==> src/sqc_pkg.sv <==
`default_nettype none
package sqc_pkg;
  // ==================================================================
  // Register map
  localparam logic [7:0] ADDR_CLK_CTL   = 8'h13;  // clock_output_control
  localparam logic [7:0] ADDR_AGING     = 8'h30;  // crystal_aging_trim
  // clock_output_control fields
  localparam int         TSEL_LSB       = 6;      // temp_meas_period_sel [7:6]
  localparam int         RELOAD_BIT     = 5;      // calib_reload_bit
  localparam int         SPARE_BIT      = 4;      // Must stay 0 for accuracy
  localparam int         FREQ_LSB       = 0;      // square_freq_sel [2:0]
  localparam logic [1:0] TSEL_RST       = 2'h0;   // 32 min
  localparam logic [2:0] FREQ_RST       = 3'h0;   // 32768 Hz
  localparam logic [2:0] FREQ_1HZ       = 3'h6;   // 1 Hz selection
  localparam logic [2:0] FREQ_HIZ       = 3'h7;   // Output off
  // crystal_aging_trim field
  localparam logic [3:0] AGING_RST      = 4'h8;   // 0 ppm
  // ==================================================================
  // Timing
  localparam int         CLK_HZ         = 50000000;
  localparam int         OSC_HZ         = 32768;           // Crystal rate
  localparam int         MEAS_MAX_MIN   = 32;              // Longest period
  localparam int         MEAS_MAX_SEC   = MEAS_MAX_MIN * 60;
  localparam int         STARTUP_SEC    = 60;              // Comp hold-off
  localparam int         DIS_WIN_SEC    = 5;               // Disable window
  localparam int         RELOAD_MS      = 100;             // Reload bound
  // Longest time rounds down, one cycle kept below the bound
  localparam int         RELOAD_CYCLES  = (RELOAD_MS * (CLK_HZ / 1000)) - 1;
  localparam int         STEP_HPPM      = 61;              // 30.5 ppm in 0.5 ppm
  // ==================================================================
  // Host commands
  typedef enum logic [1:0] {
    SQC_CMD_WRITE,
    SQC_CMD_READ,
    SQC_CMD_RELOAD,
    SQC_CMD_COMP_OFF
  } sqc_cmd_t;
endpackage : sqc_pkg
`default_nettype wire

==> src/sqc_if.sv <==
`timescale 1ns/10ps
`default_nettype none
interface sqc_if;
  // ==================================================================
  // Register port, command strobes and square-wave pin
  logic       reg_wr;            // Write strobe
  logic [7:0] reg_addr;          // Register address
  logic [7:0] reg_wdata;         // Write data
  logic [7:0] reg_rdata;         // Read data for reg_addr
  logic       soft_reset_cmd;    // Software reset pulse
  logic       comp_disable_bit;  // Disable-compensation write pulse
  logic       square_wave_out;   // Square wave level
  logic       square_wave_oe;    // High while driven
  modport dev  (input  reg_wr, reg_addr, reg_wdata, soft_reset_cmd, comp_disable_bit,
                output reg_rdata, square_wave_out, square_wave_oe);
  modport host (output reg_wr, reg_addr, reg_wdata, soft_reset_cmd, comp_disable_bit,
                input  reg_rdata, square_wave_out, square_wave_oe);
endinterface : sqc_if
`default_nettype wire

==> src/sqc_dev.sv <==
// Functional notes
// RULE1: measurement period 32/16/8/4 minutes by select
// RULE2: measure temperature immediately after power-on
// RULE3: compensation idle for first 60 seconds
// RULE4: add/remove oscillator pulses, evenly spread
// RULE5: at most one-cycle correction each second
// RULE6: square wave from uncompensated oscillator
// RULE7: disable accepted within 5 s of reset
// RULE8: reload starts on 0-to-1 bit write
// RULE9: reload bit reads 0 until copy done
// RULE10: reload completes in under 100 ms
// RULE11: reload logic ignores software reset
// RULE12: host keeps reload bit at 1
// RULE13: host reloads once after stable power-up
// RULE14: frequency select table, 111 is off
// RULE15: push-pull output, on from power-on
// RULE16: divided outputs have 50:50 duty
// RULE17: unused bits read as zero
// RULE18: reload bit unchanged by later resets
// RULE19: host keeps spare bit 4 at 0
// RULE20: aging trim 2 ppm steps, 8 neutral
// RULE21: host routes seconds pulse for observation; sqc_host has no such route, second_o leaves the device only
// RULE22: frequency changes without runt pulses
`timescale 1ns/10ps
`default_nettype none
module sqc_dev #(
  parameter int unsigned RELOAD_CYC = sqc_pkg::RELOAD_CYCLES  // Reload copy time
) (
  input  wire logic              clk_i,         // 50 MHz clock
  input  wire logic              srst_i,        // Power-on reset, sync high
  input  wire logic              osc_i,         // 32.768 kHz crystal pin
  input  wire logic              meas_valid_i,  // Sensor result strobe
  input  wire logic signed [7:0] meas_hppm_i,   // Needed correction, 0.5 ppm
  input  wire logic [15:0]       fuse_word_i,   // Fuse calibration data
  output logic                   meas_req_o,    // Start a measurement
  output logic                   second_o,      // Compensated 1 Hz tick
  output logic                   comp_on_o,     // Compensation running
  output logic [15:0]            calib_o,       // Shadow calibration word
  sqc_if.dev                     bus            // Register side
);
  // ==================================================================
  // Oscillator synchroniser
  logic s1_reg, s2_reg, s3_reg;  // Three-stage chain
  logic osc_reg, osc_next;       // Accepted level
  logic osc_rise;                // Rising edge of accepted level
  // Level accepted only when stages two and three agree
  always_comb begin
    osc_next = (s2_reg == s3_reg) ? s2_reg : osc_reg;
    osc_rise = osc_next & ~osc_reg;
  end
  always_ff @(posedge clk_i) begin
    s1_reg  <= osc_i;
    s2_reg  <= s1_reg;
    s3_reg  <= s2_reg;
    osc_reg <= srst_i ? 1'b0 : osc_next;
  end

  // ==================================================================
  // Control registers
  logic [1:0] tsel_reg, tsel_next;  // temp_meas_period_sel
  logic [2:0] fsel_reg, fsel_next;  // square_freq_sel as written
  logic [3:0] trim_reg, trim_next;  // aging_trim_value
  logic       wr_ctl, wr_age;       // Decoded writes
  always_comb begin
    wr_ctl    = bus.reg_wr && (bus.reg_addr == sqc_pkg::ADDR_CLK_CTL);
    wr_age    = bus.reg_wr && (bus.reg_addr == sqc_pkg::ADDR_AGING);
    tsel_next = tsel_reg;
    fsel_next = fsel_reg;
    trim_next = trim_reg;
    if (bus.soft_reset_cmd) begin
      // Software reset returns fields to defaults
      tsel_next = sqc_pkg::TSEL_RST;
      fsel_next = sqc_pkg::FREQ_RST;
      trim_next = sqc_pkg::AGING_RST;
    end else begin
      if (wr_ctl) begin
        tsel_next = bus.reg_wdata[sqc_pkg::TSEL_LSB +: 2];
        fsel_next = bus.reg_wdata[sqc_pkg::FREQ_LSB +: 3];
      end
      if (wr_age) begin
        trim_next = bus.reg_wdata[3:0];
      end
    end
  end
  always_ff @(posedge clk_i) begin
    if (srst_i) begin
      tsel_reg <= sqc_pkg::TSEL_RST;
      fsel_reg <= sqc_pkg::FREQ_RST;
      trim_reg <= sqc_pkg::AGING_RST;
    end else begin
      tsel_reg <= tsel_next;
      fsel_reg <= fsel_next;
      trim_reg <= trim_next;
    end
  end

  // ==================================================================
  // Calibration reload, cleared by power-on reset only
  logic        rl_bit_reg, rl_bit_next;  // Visible reload bit
  logic        rl_busy_reg, rl_busy_next;
  logic [22:0] rl_cnt_reg, rl_cnt_next;  // Copy timer
  logic [15:0] calib_reg, calib_next;    // Shadow word
  always_comb begin
    rl_bit_next  = rl_bit_reg;
    rl_busy_next = rl_busy_reg;
    rl_cnt_next  = rl_cnt_reg;
    calib_next   = calib_reg;
    if (rl_busy_reg) begin
      if (rl_cnt_reg >= 23'(RELOAD_CYC - 1)) begin
        // Copy done, bit reads 1; completion beats a 0 write
        calib_next   = fuse_word_i;                           // RULE10
        rl_busy_next = 1'b0;
        rl_bit_next  = 1'b1;                                  // RULE9
      end else begin
        rl_cnt_next = rl_cnt_reg + 23'h000001;
      end
    end else if (wr_ctl) begin
      // Write 1 over a 0 starts a copy; a 0 write parks the bit
      if (bus.reg_wdata[sqc_pkg::RELOAD_BIT] && !rl_bit_reg) begin
        rl_busy_next = 1'b1;                                  // RULE8
        rl_cnt_next  = 23'h000000;
      end else if (!bus.reg_wdata[sqc_pkg::RELOAD_BIT]) begin
        rl_bit_next = 1'b0;
      end
    end
  end
  // Soft reset is deliberately absent from this process
  always_ff @(posedge clk_i) begin
    if (srst_i) begin
      rl_bit_reg  <= 1'b0;                                    // RULE11
      rl_busy_reg <= 1'b1;                                    // RULE9
      rl_cnt_reg  <= 23'h000000;
      calib_reg   <= 16'h0000;
    end else begin
      rl_bit_reg  <= rl_bit_next;                             // RULE18
      rl_busy_reg <= rl_busy_next;
      rl_cnt_reg  <= rl_cnt_next;
      calib_reg   <= calib_next;
    end
  end

  // ==================================================================
  // Square wave from the raw oscillator divider
  logic [14:0] div_reg, div_next;  // Uncompensated divider
  logic [2:0]  fcur_reg, fcur_next;  // Selection in force
  logic        sq_reg, sq_next;
  logic        slow;                 // Change involves 1 Hz
  always_comb begin
    div_next  = osc_rise ? div_reg + 15'h0001 : div_reg;      // RULE6
    fcur_next = fcur_reg;
    slow      = (fcur_reg == sqc_pkg::FREQ_1HZ) || (fsel_reg == sqc_pkg::FREQ_1HZ);
    // Switch only at a common period end, so no runt appears
    if (osc_rise && (fsel_reg != fcur_reg) &&
        ((slow && (&div_reg)) || (!slow && (&div_reg[4:0])))) begin
      fcur_next = fsel_reg;                                   // RULE22
    end
    case (fcur_next)
      3'h0:    sq_next = osc_next;                            // RULE16
      3'h1:    sq_next = div_next[0];                         // RULE14
      3'h2:    sq_next = div_next[1];
      3'h3:    sq_next = div_next[2];
      3'h4:    sq_next = div_next[3];
      3'h5:    sq_next = div_next[4];
      3'h6:    sq_next = div_next[14];
      default: sq_next = 1'b0;
    endcase
  end
  always_ff @(posedge clk_i) begin
    if (srst_i) begin
      div_reg  <= 15'h0000;
      fcur_reg <= sqc_pkg::FREQ_RST;
      sq_reg   <= 1'b0;
    end else begin
      div_reg  <= div_next;
      fcur_reg <= fcur_next;
      sq_reg   <= sq_next;
    end
  end
  assign bus.square_wave_out = sq_reg;
  assign bus.square_wave_oe  = (fcur_reg != sqc_pkg::FREQ_HIZ);  // RULE15

  // ==================================================================
  // Compensated timekeeping, measurement schedule, disable window
  logic [15:0]        sec_reg, sec_next;    // Edges in this second
  logic [15:0]        last_reg, last_next;  // Final count; wide enough for 32769 edges
  logic signed [15:0] acc_reg, acc_next;    // Correction accumulator
  logic signed [7:0]  temp_reg, temp_next;  // Latest sensor result
  logic [10:0]        mcnt_reg, mcnt_next;  // Seconds since last measurement
  logic               mreq_reg, mreq_next;
  logic [5:0]         warm_reg, warm_next;  // Start-up seconds
  logic [2:0]         win_reg, win_next;    // Seconds since soft reset
  logic               wopen_reg, wopen_next;
  logic               cdis_reg, cdis_next;  // comp_disable_bit state
  logic               tick_reg, tick_next;
  logic               sec_end, active;
  logic [10:0]        mper;                 // Period in seconds
  logic signed [15:0] age_h;                // Aging trim in 0.5 ppm
  always_comb begin
    sec_end    = osc_rise && (sec_reg == last_reg);
    active     = (warm_reg == 6'(sqc_pkg::STARTUP_SEC)) && !cdis_reg;   // RULE3
    mper       = 11'(sqc_pkg::MEAS_MAX_SEC) >> tsel_reg;              // RULE1
    // Each trim step is 2 ppm, code 8 neutral
    age_h      = 16'sd32 - $signed({10'h000, trim_reg, 2'b00});        // RULE20
    sec_next   = osc_rise ? (sec_end ? 16'h0000 : sec_reg + 16'h0001) : sec_reg;
    last_next  = last_reg;
    acc_next   = acc_reg;
    temp_next  = meas_valid_i ? meas_hppm_i : temp_reg;
    mcnt_next  = mcnt_reg;
    mreq_next  = 1'b0;
    warm_next  = warm_reg;
    win_next   = win_reg;
    wopen_next = wopen_reg;
    cdis_next  = cdis_reg;
    tick_next  = sec_end;
    if (sec_end) begin
      last_next = 16'h7FFF;
      if (active) begin
        acc_next = acc_reg + 16'(temp_reg) + age_h;
        // One oscillator cycle per second at most, spread by the accumulator
        if (acc_next >= 16'sd61) begin
          acc_next  = acc_next - 16'(sqc_pkg::STEP_HPPM);
          last_next = 16'h7FFE;                               // RULE4
        end else if (acc_next <= -16'sd61) begin
          acc_next  = acc_next + 16'(sqc_pkg::STEP_HPPM);
          last_next = 16'h8000;                               // RULE5
        end
      end
      if (warm_reg != 6'(sqc_pkg::STARTUP_SEC)) begin
        warm_next = warm_reg + 6'h01;
      end
      if (mcnt_reg + 11'h001 >= mper) begin
        mcnt_next = 11'h000;
        mreq_next = 1'b1;
      end else begin
        mcnt_next = mcnt_reg + 11'h001;
      end
      if (wopen_reg) begin
        win_next   = win_reg + 3'h1;
        wopen_next = (win_reg + 3'h1) < 3'(sqc_pkg::DIS_WIN_SEC);
      end
    end
    if (bus.soft_reset_cmd) begin
      win_next   = 3'h0;
      wopen_next = 1'b1;
      cdis_next  = 1'b0;
    end else if (bus.comp_disable_bit && wopen_reg) begin
      cdis_next = 1'b1;                                       // RULE7
    end
  end
  always_ff @(posedge clk_i) begin
    if (srst_i) begin
      sec_reg   <= 16'h0000;
      last_reg  <= 16'h7FFF;
      acc_reg   <= 16'sh0000;
      temp_reg  <= 8'sh00;
      mcnt_reg  <= 11'h000;
      mreq_reg  <= 1'b1;                                      // RULE2
      warm_reg  <= 6'h00;
      win_reg   <= 3'h0;
      wopen_reg <= 1'b0;
      cdis_reg  <= 1'b0;
      tick_reg  <= 1'b0;
    end else begin
      sec_reg   <= sec_next;
      last_reg  <= last_next;
      acc_reg   <= acc_next;
      temp_reg  <= temp_next;
      mcnt_reg  <= mcnt_next;
      mreq_reg  <= mreq_next;
      warm_reg  <= warm_next;
      win_reg   <= win_next;
      wopen_reg <= wopen_next;
      cdis_reg  <= cdis_next;
      tick_reg  <= tick_next;
    end
  end

  // ==================================================================
  // Read-back and outputs
  always_comb begin
    case (bus.reg_addr)
      sqc_pkg::ADDR_CLK_CTL: bus.reg_rdata = {tsel_reg, rl_bit_reg, 2'b00, fsel_reg};  // RULE17
      sqc_pkg::ADDR_AGING:   bus.reg_rdata = {4'h0, trim_reg};
      default:               bus.reg_rdata = 8'h00;
    endcase
  end
  assign meas_req_o = mreq_reg;
  assign second_o   = tick_reg;
  assign comp_on_o  = active;
  assign calib_o    = calib_reg;
endmodule : sqc_dev
`default_nettype wire

==> src/flat_wrapper.sv <==
// flat-port wrapper written by rule: the top's interface ports become plain ports
module sqc_dev_flat 
#(
  parameter int unsigned RELOAD_CYC = sqc_pkg::RELOAD_CYCLES                     
)
  (clk_i, srst_i, osc_i, meas_valid_i, meas_hppm_i, fuse_word_i, meas_req_o, second_o, comp_on_o, calib_o, bus_reg_wr, bus_reg_addr, bus_reg_wdata, bus_soft_reset_cmd, bus_comp_disable_bit, bus_reg_rdata, bus_square_wave_out, bus_square_wave_oe);
  sqc_if bus_i ();
  input  wire logic clk_i;
  input  wire logic srst_i;
  input  wire logic osc_i;
  input  wire logic meas_valid_i;
  input  wire logic signed [7:0] meas_hppm_i;
  input  wire logic [15:0] fuse_word_i;
  output logic meas_req_o;
  output logic second_o;
  output logic comp_on_o;
  output logic [15:0] calib_o;
  input wire logic [$bits(bus_i.reg_wr)-1:0] bus_reg_wr;
  input wire logic [$bits(bus_i.reg_addr)-1:0] bus_reg_addr;
  input wire logic [$bits(bus_i.reg_wdata)-1:0] bus_reg_wdata;
  input wire logic [$bits(bus_i.soft_reset_cmd)-1:0] bus_soft_reset_cmd;
  input wire logic [$bits(bus_i.comp_disable_bit)-1:0] bus_comp_disable_bit;
  output wire logic [$bits(bus_i.reg_rdata)-1:0] bus_reg_rdata;
  output wire logic [$bits(bus_i.square_wave_out)-1:0] bus_square_wave_out;
  output wire logic [$bits(bus_i.square_wave_oe)-1:0] bus_square_wave_oe;
  assign bus_i.reg_wr = bus_reg_wr;
  assign bus_i.reg_addr = bus_reg_addr;
  assign bus_i.reg_wdata = bus_reg_wdata;
  assign bus_i.soft_reset_cmd = bus_soft_reset_cmd;
  assign bus_i.comp_disable_bit = bus_comp_disable_bit;
  assign bus_reg_rdata = bus_i.reg_rdata;
  assign bus_square_wave_out = bus_i.square_wave_out;
  assign bus_square_wave_oe = bus_i.square_wave_oe;
  sqc_dev #(.RELOAD_CYC(RELOAD_CYC)) u_core (.clk_i(clk_i), .srst_i(srst_i), .osc_i(osc_i), .meas_valid_i(meas_valid_i), .meas_hppm_i(meas_hppm_i), .fuse_word_i(fuse_word_i), .meas_req_o(meas_req_o), .second_o(second_o), .comp_on_o(comp_on_o), .calib_o(calib_o), .bus(bus_i));
endmodule
==> config.mk <==
export PLATFORM = sky130hd
export DESIGN_NAME = sqc_dev_flat
export DESIGN_NICKNAME = d
export VERILOG_FILES = /design/src/sqc_pkg.sv /design/src/sqc_if.sv /design/src/sqc_dev.sv /design/src/flat_wrapper.sv
export SDC_FILE = /design/constraint.sdc
export NUM_CORES = 1
export LEC_CHECK = 0
export BUFFER_PORTS_ARGS = -buffer_cell sky130_fd_sc_hd__buf_2
export CAP_MARGIN = 20
export CORE_ASPECT_RATIO = 1.2
export CORE_MARGIN = 2
export CORE_UTILIZATION = 55
export DETAILED_ROUTE_END_ITERATION = 10
export GPL_ROUTABILITY_DRIVEN = 0
export PLACE_DENSITY_LB_ADDON = 0.05
export RECOVER_POWER = 50
export SLEW_MARGIN = 20
export SYNTH_ARGS = -nofsm -noshare
export SYNTH_HDL_FRONTEND = slang
export SYNTH_SLANG_ARGS = --single-unit
==> constraint.sdc <==
create_clock -name clk_i -period 4.08 [get_ports clk_i]
set_clock_uncertainty 0.05 [all_clocks]
set_input_delay 0.204 -clock clk_i [delete_from_list [all_inputs] [get_ports clk_i]]
set_output_delay 0.204 -clock clk_i [all_outputs]
set_load 0.005 [all_outputs]
# ---- Word level (Yosys, flattened, before mapping)
# Cells that the tools add are included.
dict set report totals {
  wordCells 123
  ff_bits 153
  inputBits 47
}
dict set report classes {
  n_mux 30
  n_reduce_logical 28
  shifts 1
  n_lt_le_gt_ge 5
  n_eq_ne 20
  addsub 11
  bitwise 2
}
# cell n
set ops {}
lappend ops {{two-way mux 16 bit} 6}
lappend ops {{two-way mux 23 bit} 4}
lappend ops {{adder 23 x 1 -> 23 bit, second input constant} 1}
lappend ops {{>= comparator 23 bit, second input constant} 1}
lappend ops {{adder 16 x 1 -> 16 bit, second input constant} 1}
lappend ops {{adder 16 bit} 1}
lappend ops {{adder 16 x 7 -> 16 bit, second input constant} 1}
lappend ops {{adder 16 x 8 -> 16 bit} 1}
lappend ops {{equality test 16 bit} 1}
lappend ops {{>= comparator 16 x 7 -> 1 bit, second input constant} 1}
lappend ops {{less-or-equal comparator 16 x 7 -> 1 bit, second input constant} 1}
lappend ops {{one-hot mux 8 bit (2 select lines)} 1}
lappend ops {{subtractor 16 x 7 -> 16 bit, second input constant} 1}
lappend ops {{adder 15 x 1 -> 15 bit, second input constant} 1}
lappend ops {{equality test 3 bit, second input constant} 5}
lappend ops {{two-way mux 1 bit} 15}
lappend ops {{two-way mux 15 bit} 1}
lappend ops {{AND reduction 15 bit} 1}
lappend ops {{adder 11 x 1 -> 11 bit, second input constant} 1}
lappend ops {{>= comparator 11 bit} 1}
lappend ops {{two-way mux 11 bit} 1}
lappend ops {{>> shifter 11 x 2 -> 11 bit, first input constant} 1}
lappend ops {{logical AND 1 bit} 10}
lappend ops {{equality test 8 x 5 -> 1 bit, second input constant} 1}
lappend ops {{27 further kinds} 38}

# ---- Depth between registers and ports, before layout
dict set report depth {
  ltp_word 9
  mapped_depth 20
  depth_no_buf 17
}

# ---- Least setup slack after synthesis
# No wires, ideal clock.
dict set report synth_timing {
  kind {reg-to-reg}
  startpoint {register u_core.trim_reg[0]}
  endpoint {register u_core.acc_reg[3]}
  stages_incl_launch_ff 19
  t_arrival_ps 4158
  t_required_ps 3902
  n_path_buf 2
  setup_ps 128
  slack_ps -256
  cell_sequence {dfxtp_1 > inv_1 > ha_1 > nand2b_1 > nand2_1 > xnor2_1 > ha_1 > ha_1 > buf_2 > a21o_1 > a211o_1 > a2111oi_4 > o211ai_2 > o2111ai_1 > o21ai_2 > buf_4 > o32ai_1 > mux2i_1 > o31ai_1}
}
dict set report synth_via {
  elab_chain_cells 5
}
# item line_no
set synth_lines {}
lappend synth_lines {{start, declared} sqc_dev.sv:62} ;# logic [3:0] trim_reg, trim_next;
lappend synth_lines {{start signal, assigned} sqc_dev.sv:89} ;# trim_reg <= sqc_pkg::AGING_RST;
lappend synth_lines {{start signal, assigned} sqc_dev.sv:93} ;# trim_reg <= trim_next;
lappend synth_lines {{subtractor 6 x 6 -> 7 bit *} sqc_dev.sv:203} ;# age_h = 16'sd32 - $signed({10'h000, trim_reg, 2'b00});
lappend synth_lines {{adder 16 bit *} sqc_dev.sv:218} ;# acc_next = acc_reg + 16'(temp_reg) + age_h;
lappend synth_lines {{adder 16 x 7 -> 16 bit / less-or-equal comparator 16 x 7 -> 1 bit (equally long branches)} {sqc_dev.sv:224, sqc_dev.sv:223}}
lappend synth_lines {{two-way mux 16 bit} sqc_dev.sv:223} ;# end else if (acc_next <= -16'sd61) begin
lappend synth_lines {{two-way mux 16 bit *} sqc_dev.sv:220} ;# if (acc_next >= 16'sd61) begin
lappend synth_lines {{end signal, assigned} sqc_dev.sv:266} ;# acc_reg <= acc_next;
lappend synth_lines {{end, declared} sqc_dev.sv:186} ;# logic signed [15:0] acc_reg, acc_next;
# Every way passes the cells marked *; elsewhere a longest branch is shown, timed or not.
# A chain may end at the register's enable or synchronous reset.

# ---- Final worst setup path
dict set report layout_timing {
  startpoint {register u_core.trim_reg[1]}
  endpoint {register u_core.acc_reg[5]}
}
# Same word-level chain as after synthesis.

==> summary.txt <==
Timing
  – Max-slew violation count: 0
  – Final hold vios: 0
  – WHS: 0.0473 ns
  – Worst-Margin Slew: 1.24 ns
  – Max-slew headroom: 16.4%
  – Final worst-path setup slack: 0.0219 ns
  – Endpoints failing setup: 0
  – Tcrit/Tclk final: 99.5%
  – Fmax: 246 MHz
  – Setup TNS: 0 ns
  – Final min period: 4.06 ns
  – RSZ-0062 raised after global routing: true

Critical path
  – CP required: 4.36 ns
  – Reg2reg setup slack: 0.02 ns
  – CP delay by family, top: compound AO/OA/AOI/OAI gates
  – RR Startpoint: u_core.trim_reg[1]
  – Critical Path Most Common Cell: ha_4
  – Reg-to-reg endpoint: u_core.acc_reg[5]
  – Slowest CP cell: fa_1
  – R2R cell count: 17
  – Crit. End Element: register
  – Max incr delay on CP: 0.51 ns
  – Critical Path Start Type: register
  – WS Path Type: register to register
  – WP buf/inv: 4
  – CP Data Arrival Time: 4.34 ns
  – Critical-path cell list: inv_1 > ha_4 > buf_6 > xor2_4 > fa_1 > inv_2 > ha_4 > o211a_4 > o31ai_4 > a211o_1 > a2111oi_4 > nand4_4 > o41ai_4 > buf_12 > o32ai_2 > a21o_1 > a311oi_2
  – Max Fanout on Critical Path: 7

Floorplanning
  – Initial Util: 56.0%
  – # IOs: 76
  – FP Rows: 49
  – Die Width: 117 um
  – Die height: 139 um
  – Core area: 15000 um2
  – Die ar.: 16200 um2

Power
  – Tot Pwr: 3.57 mW
  – Lkg Pwr: 4.78 nW
  – PwrDens: 319 nW/um2
  – Peak VDD IR: 270 uV

Min path
  – Worst hold path type: input pin to register
  – Hold Path End: u_core.rl_bit_reg
  – Hold Crit Start: bus_reg_wdata[5]
  – Hold Crit Depth: 3

Placed design
  – DP HPWL: 15100 um
  – I/O Buffers: 73
  – Post-Place Setup Slack: -0.153 ns
  – Post-DP Area: 9570 um2
  – Placed cell count: 1318

Drt
  – Starting DRT DRC Count: 433
  – Final wirelength: 21800 um
  – Post-DR wirelength/cell: 15.7 um
  – Post-route ant nets: 0
  – Initial DRT Pass Iterations: 6
  – Via density: 5.61
  – Vias post-DR: 7812
  – Drt drc: 0

Cells and area
  – Fillers: 1161
  – Fin nets: 1272
  – Share of post-route cells with drive strength above 1: 24.0%
  – Post-layout util: 74.7%
  – Synth-to-Final Area Change: 33.4%
  – Final instance count without filler cells: 1393
  – Largest register FFs: 23
  – Leading cell type in the layout, fill and taps excluded: dfxtp_1
  – Most frequent cells in the layout: dfxtp_1 (138), nor2_1 (118), buf_4 (84)
  – Number of diodes: 0
  – Design area: 11200 um2

Run
  – Max_cap viols: 0

Clocking
  – Clock slew at reported path FFs: 0.06 ns
  – Clk Latency, worst-skew pair: 0.42 ns
  – Max Root-Sink Buffers: 2
  – Root buf cell: clkbuf_16
  – Cts bufs inserted: 17
  – CTS H-tree lvls: 4
  – CTS tree: yes
  – Clock sink count: 140

Synthesis
  – Netlist cell types: 86
  – Top FF cell, synth: dfxtp_1
  – FF+latch count, synth: 140
  – Seq/Total Area, Yosys: 33.4%
  – Ys Warns: 0
  – Post-Syn Area: 8380 um2
  – Post-synth EDFFs: 0
  – Avg Inst Size Synth: 8.47 um2
  – Synthesized netlist cell count: 989
  – Synth async-reset ratio: 0%
  – Syn_nets: 1085

Global route
  – Initial antenna violation count: 0
  – GR Overflow Total: 0
  – First-pass GRT wire length: 35100 um
  – Global Route Usage Sum: 26.8%
  – Largest net degree at the start of global routing: 48
  – Vias in the first global route: 7629

Run status
  – Status: complete, no violations
## where the power goes
group	leakage, nW	switching, mW	internal, mW
logic	3.32	0.201	0.189
clock network	0.331	0.619	1.16
registers	1.13	0.0164	1.38
total	4.78	0.837	2.73
## repair_timing
| item | 4_1_cts | 5_1_grt |
|---|---|---|
| hold buffers | 33 | 0 |
| pin swaps | 4 | 46 |
| endpoints found under the hold margin | 33 | 0 |
| endpoints found under the setup margin | 18 | 19 |
| resized for setup | 28 | 76 |
| setup buffers | 0 | 10 |
## final cells by class
type / count / area (um2) / area share [%]
Clock buffer: 17 / 425 / 3.80
Timing Repair Buffer: 208 / 1500 / 13.4
Clock inverter: 15 / 260 / 2.33
Multi-Input combinational cell: 767 / 5780 / 51.7
Tap cell: 204 / 255 / 2.28
Sequential cell: 140 / 2810 / 25.1
Inverter: 42 / 158 / 1.41
## metal layers
layer / global-route usage, % / vias to the layer above / share of wire (%)
li1: - / 3919 / -
met4: 9.29 / 0 / 2.4
met5: 0 / - / 0
met1: 32.3 / 3665 / 44
met2: 47.2 / 174 / 50
met3: 5.14 / 54 / 3.4
## worst max-delay path by stage
stage                             startpoint           endpoint  slack [ns]  depth (start not counted)
after floorplan           u_core.trim_reg[0]  u_core.acc_reg[9]        0.03                         18
after global placement    u_core.trim_reg[0]  u_core.acc_reg[5]       -0.07                         18
after detailed placement  u_core.trim_reg[0]  u_core.acc_reg[5]       -0.15                         18
after CTS                 u_core.trim_reg[0]  u_core.acc_reg[8]       0.007                         21
after global routing      u_core.trim_reg[1]  u_core.acc_reg[5]       -0.09                         17
final                     u_core.trim_reg[1]  u_core.acc_reg[5]        0.02                         17
## cells in the mapped netlist (7+ instances only)
master / count / area, um2
dfxtp_1: 140 / 2800
nor2_1: 121 / 454
nand2_1: 76 / 285
a21oi_1: 56 / 280
ha_1: 44 / 551
xor2_1: 43 / 377
inv_1: 42 / 158
nand3_1: 42 / 210
mux2i_1: 37 / 370
o21ai_0: 31 / 155
xnor2_1: 29 / 254
nor3_1: 28 / 140
clkbuf_1: 26 / 97.6
and3_1: 19 / 119
nand2b_1: 17 / 106
or3_1: 17 / 106
and2_1: 15 / 93.8
nand4_1: 14 / 87.6
a21o_1: 10 / 75.1
nor4_1: 10 / 62.6
a211o_1: 9 / 78.8
a211oi_1: 8 / 60.1
or2_2: 8 / 50.1
a32o_1: 7 / 70.1
buf_2: 7 / 35.0
o21a_1: 7 / 52.6
o31ai_1: 7 / 52.6
## tightest hold or removal path, cell delays in order
cell	delay, ns
buf_2	0.09
o31ai_1	0.06
a21oi_1	0.12
## cell families (layout without fill, tap and decap cells)
group | after synthesis | after routing | share of synthesized area, %
flops | 140 | 140 | 33.4
xor+xnor | 73 | 73 | 7.72
simple gates | 402 | 402 | 24.5
fa+ha+maj | 49 | 49 | 7.76
compound gates | 205 | 205 | 18.1
other cells | 1 | 1 | 0.0448
buf+inv | 82 | 282 | 4.00
mux | 37 | 37 | 4.42
(Power assumes the default switching activity.)
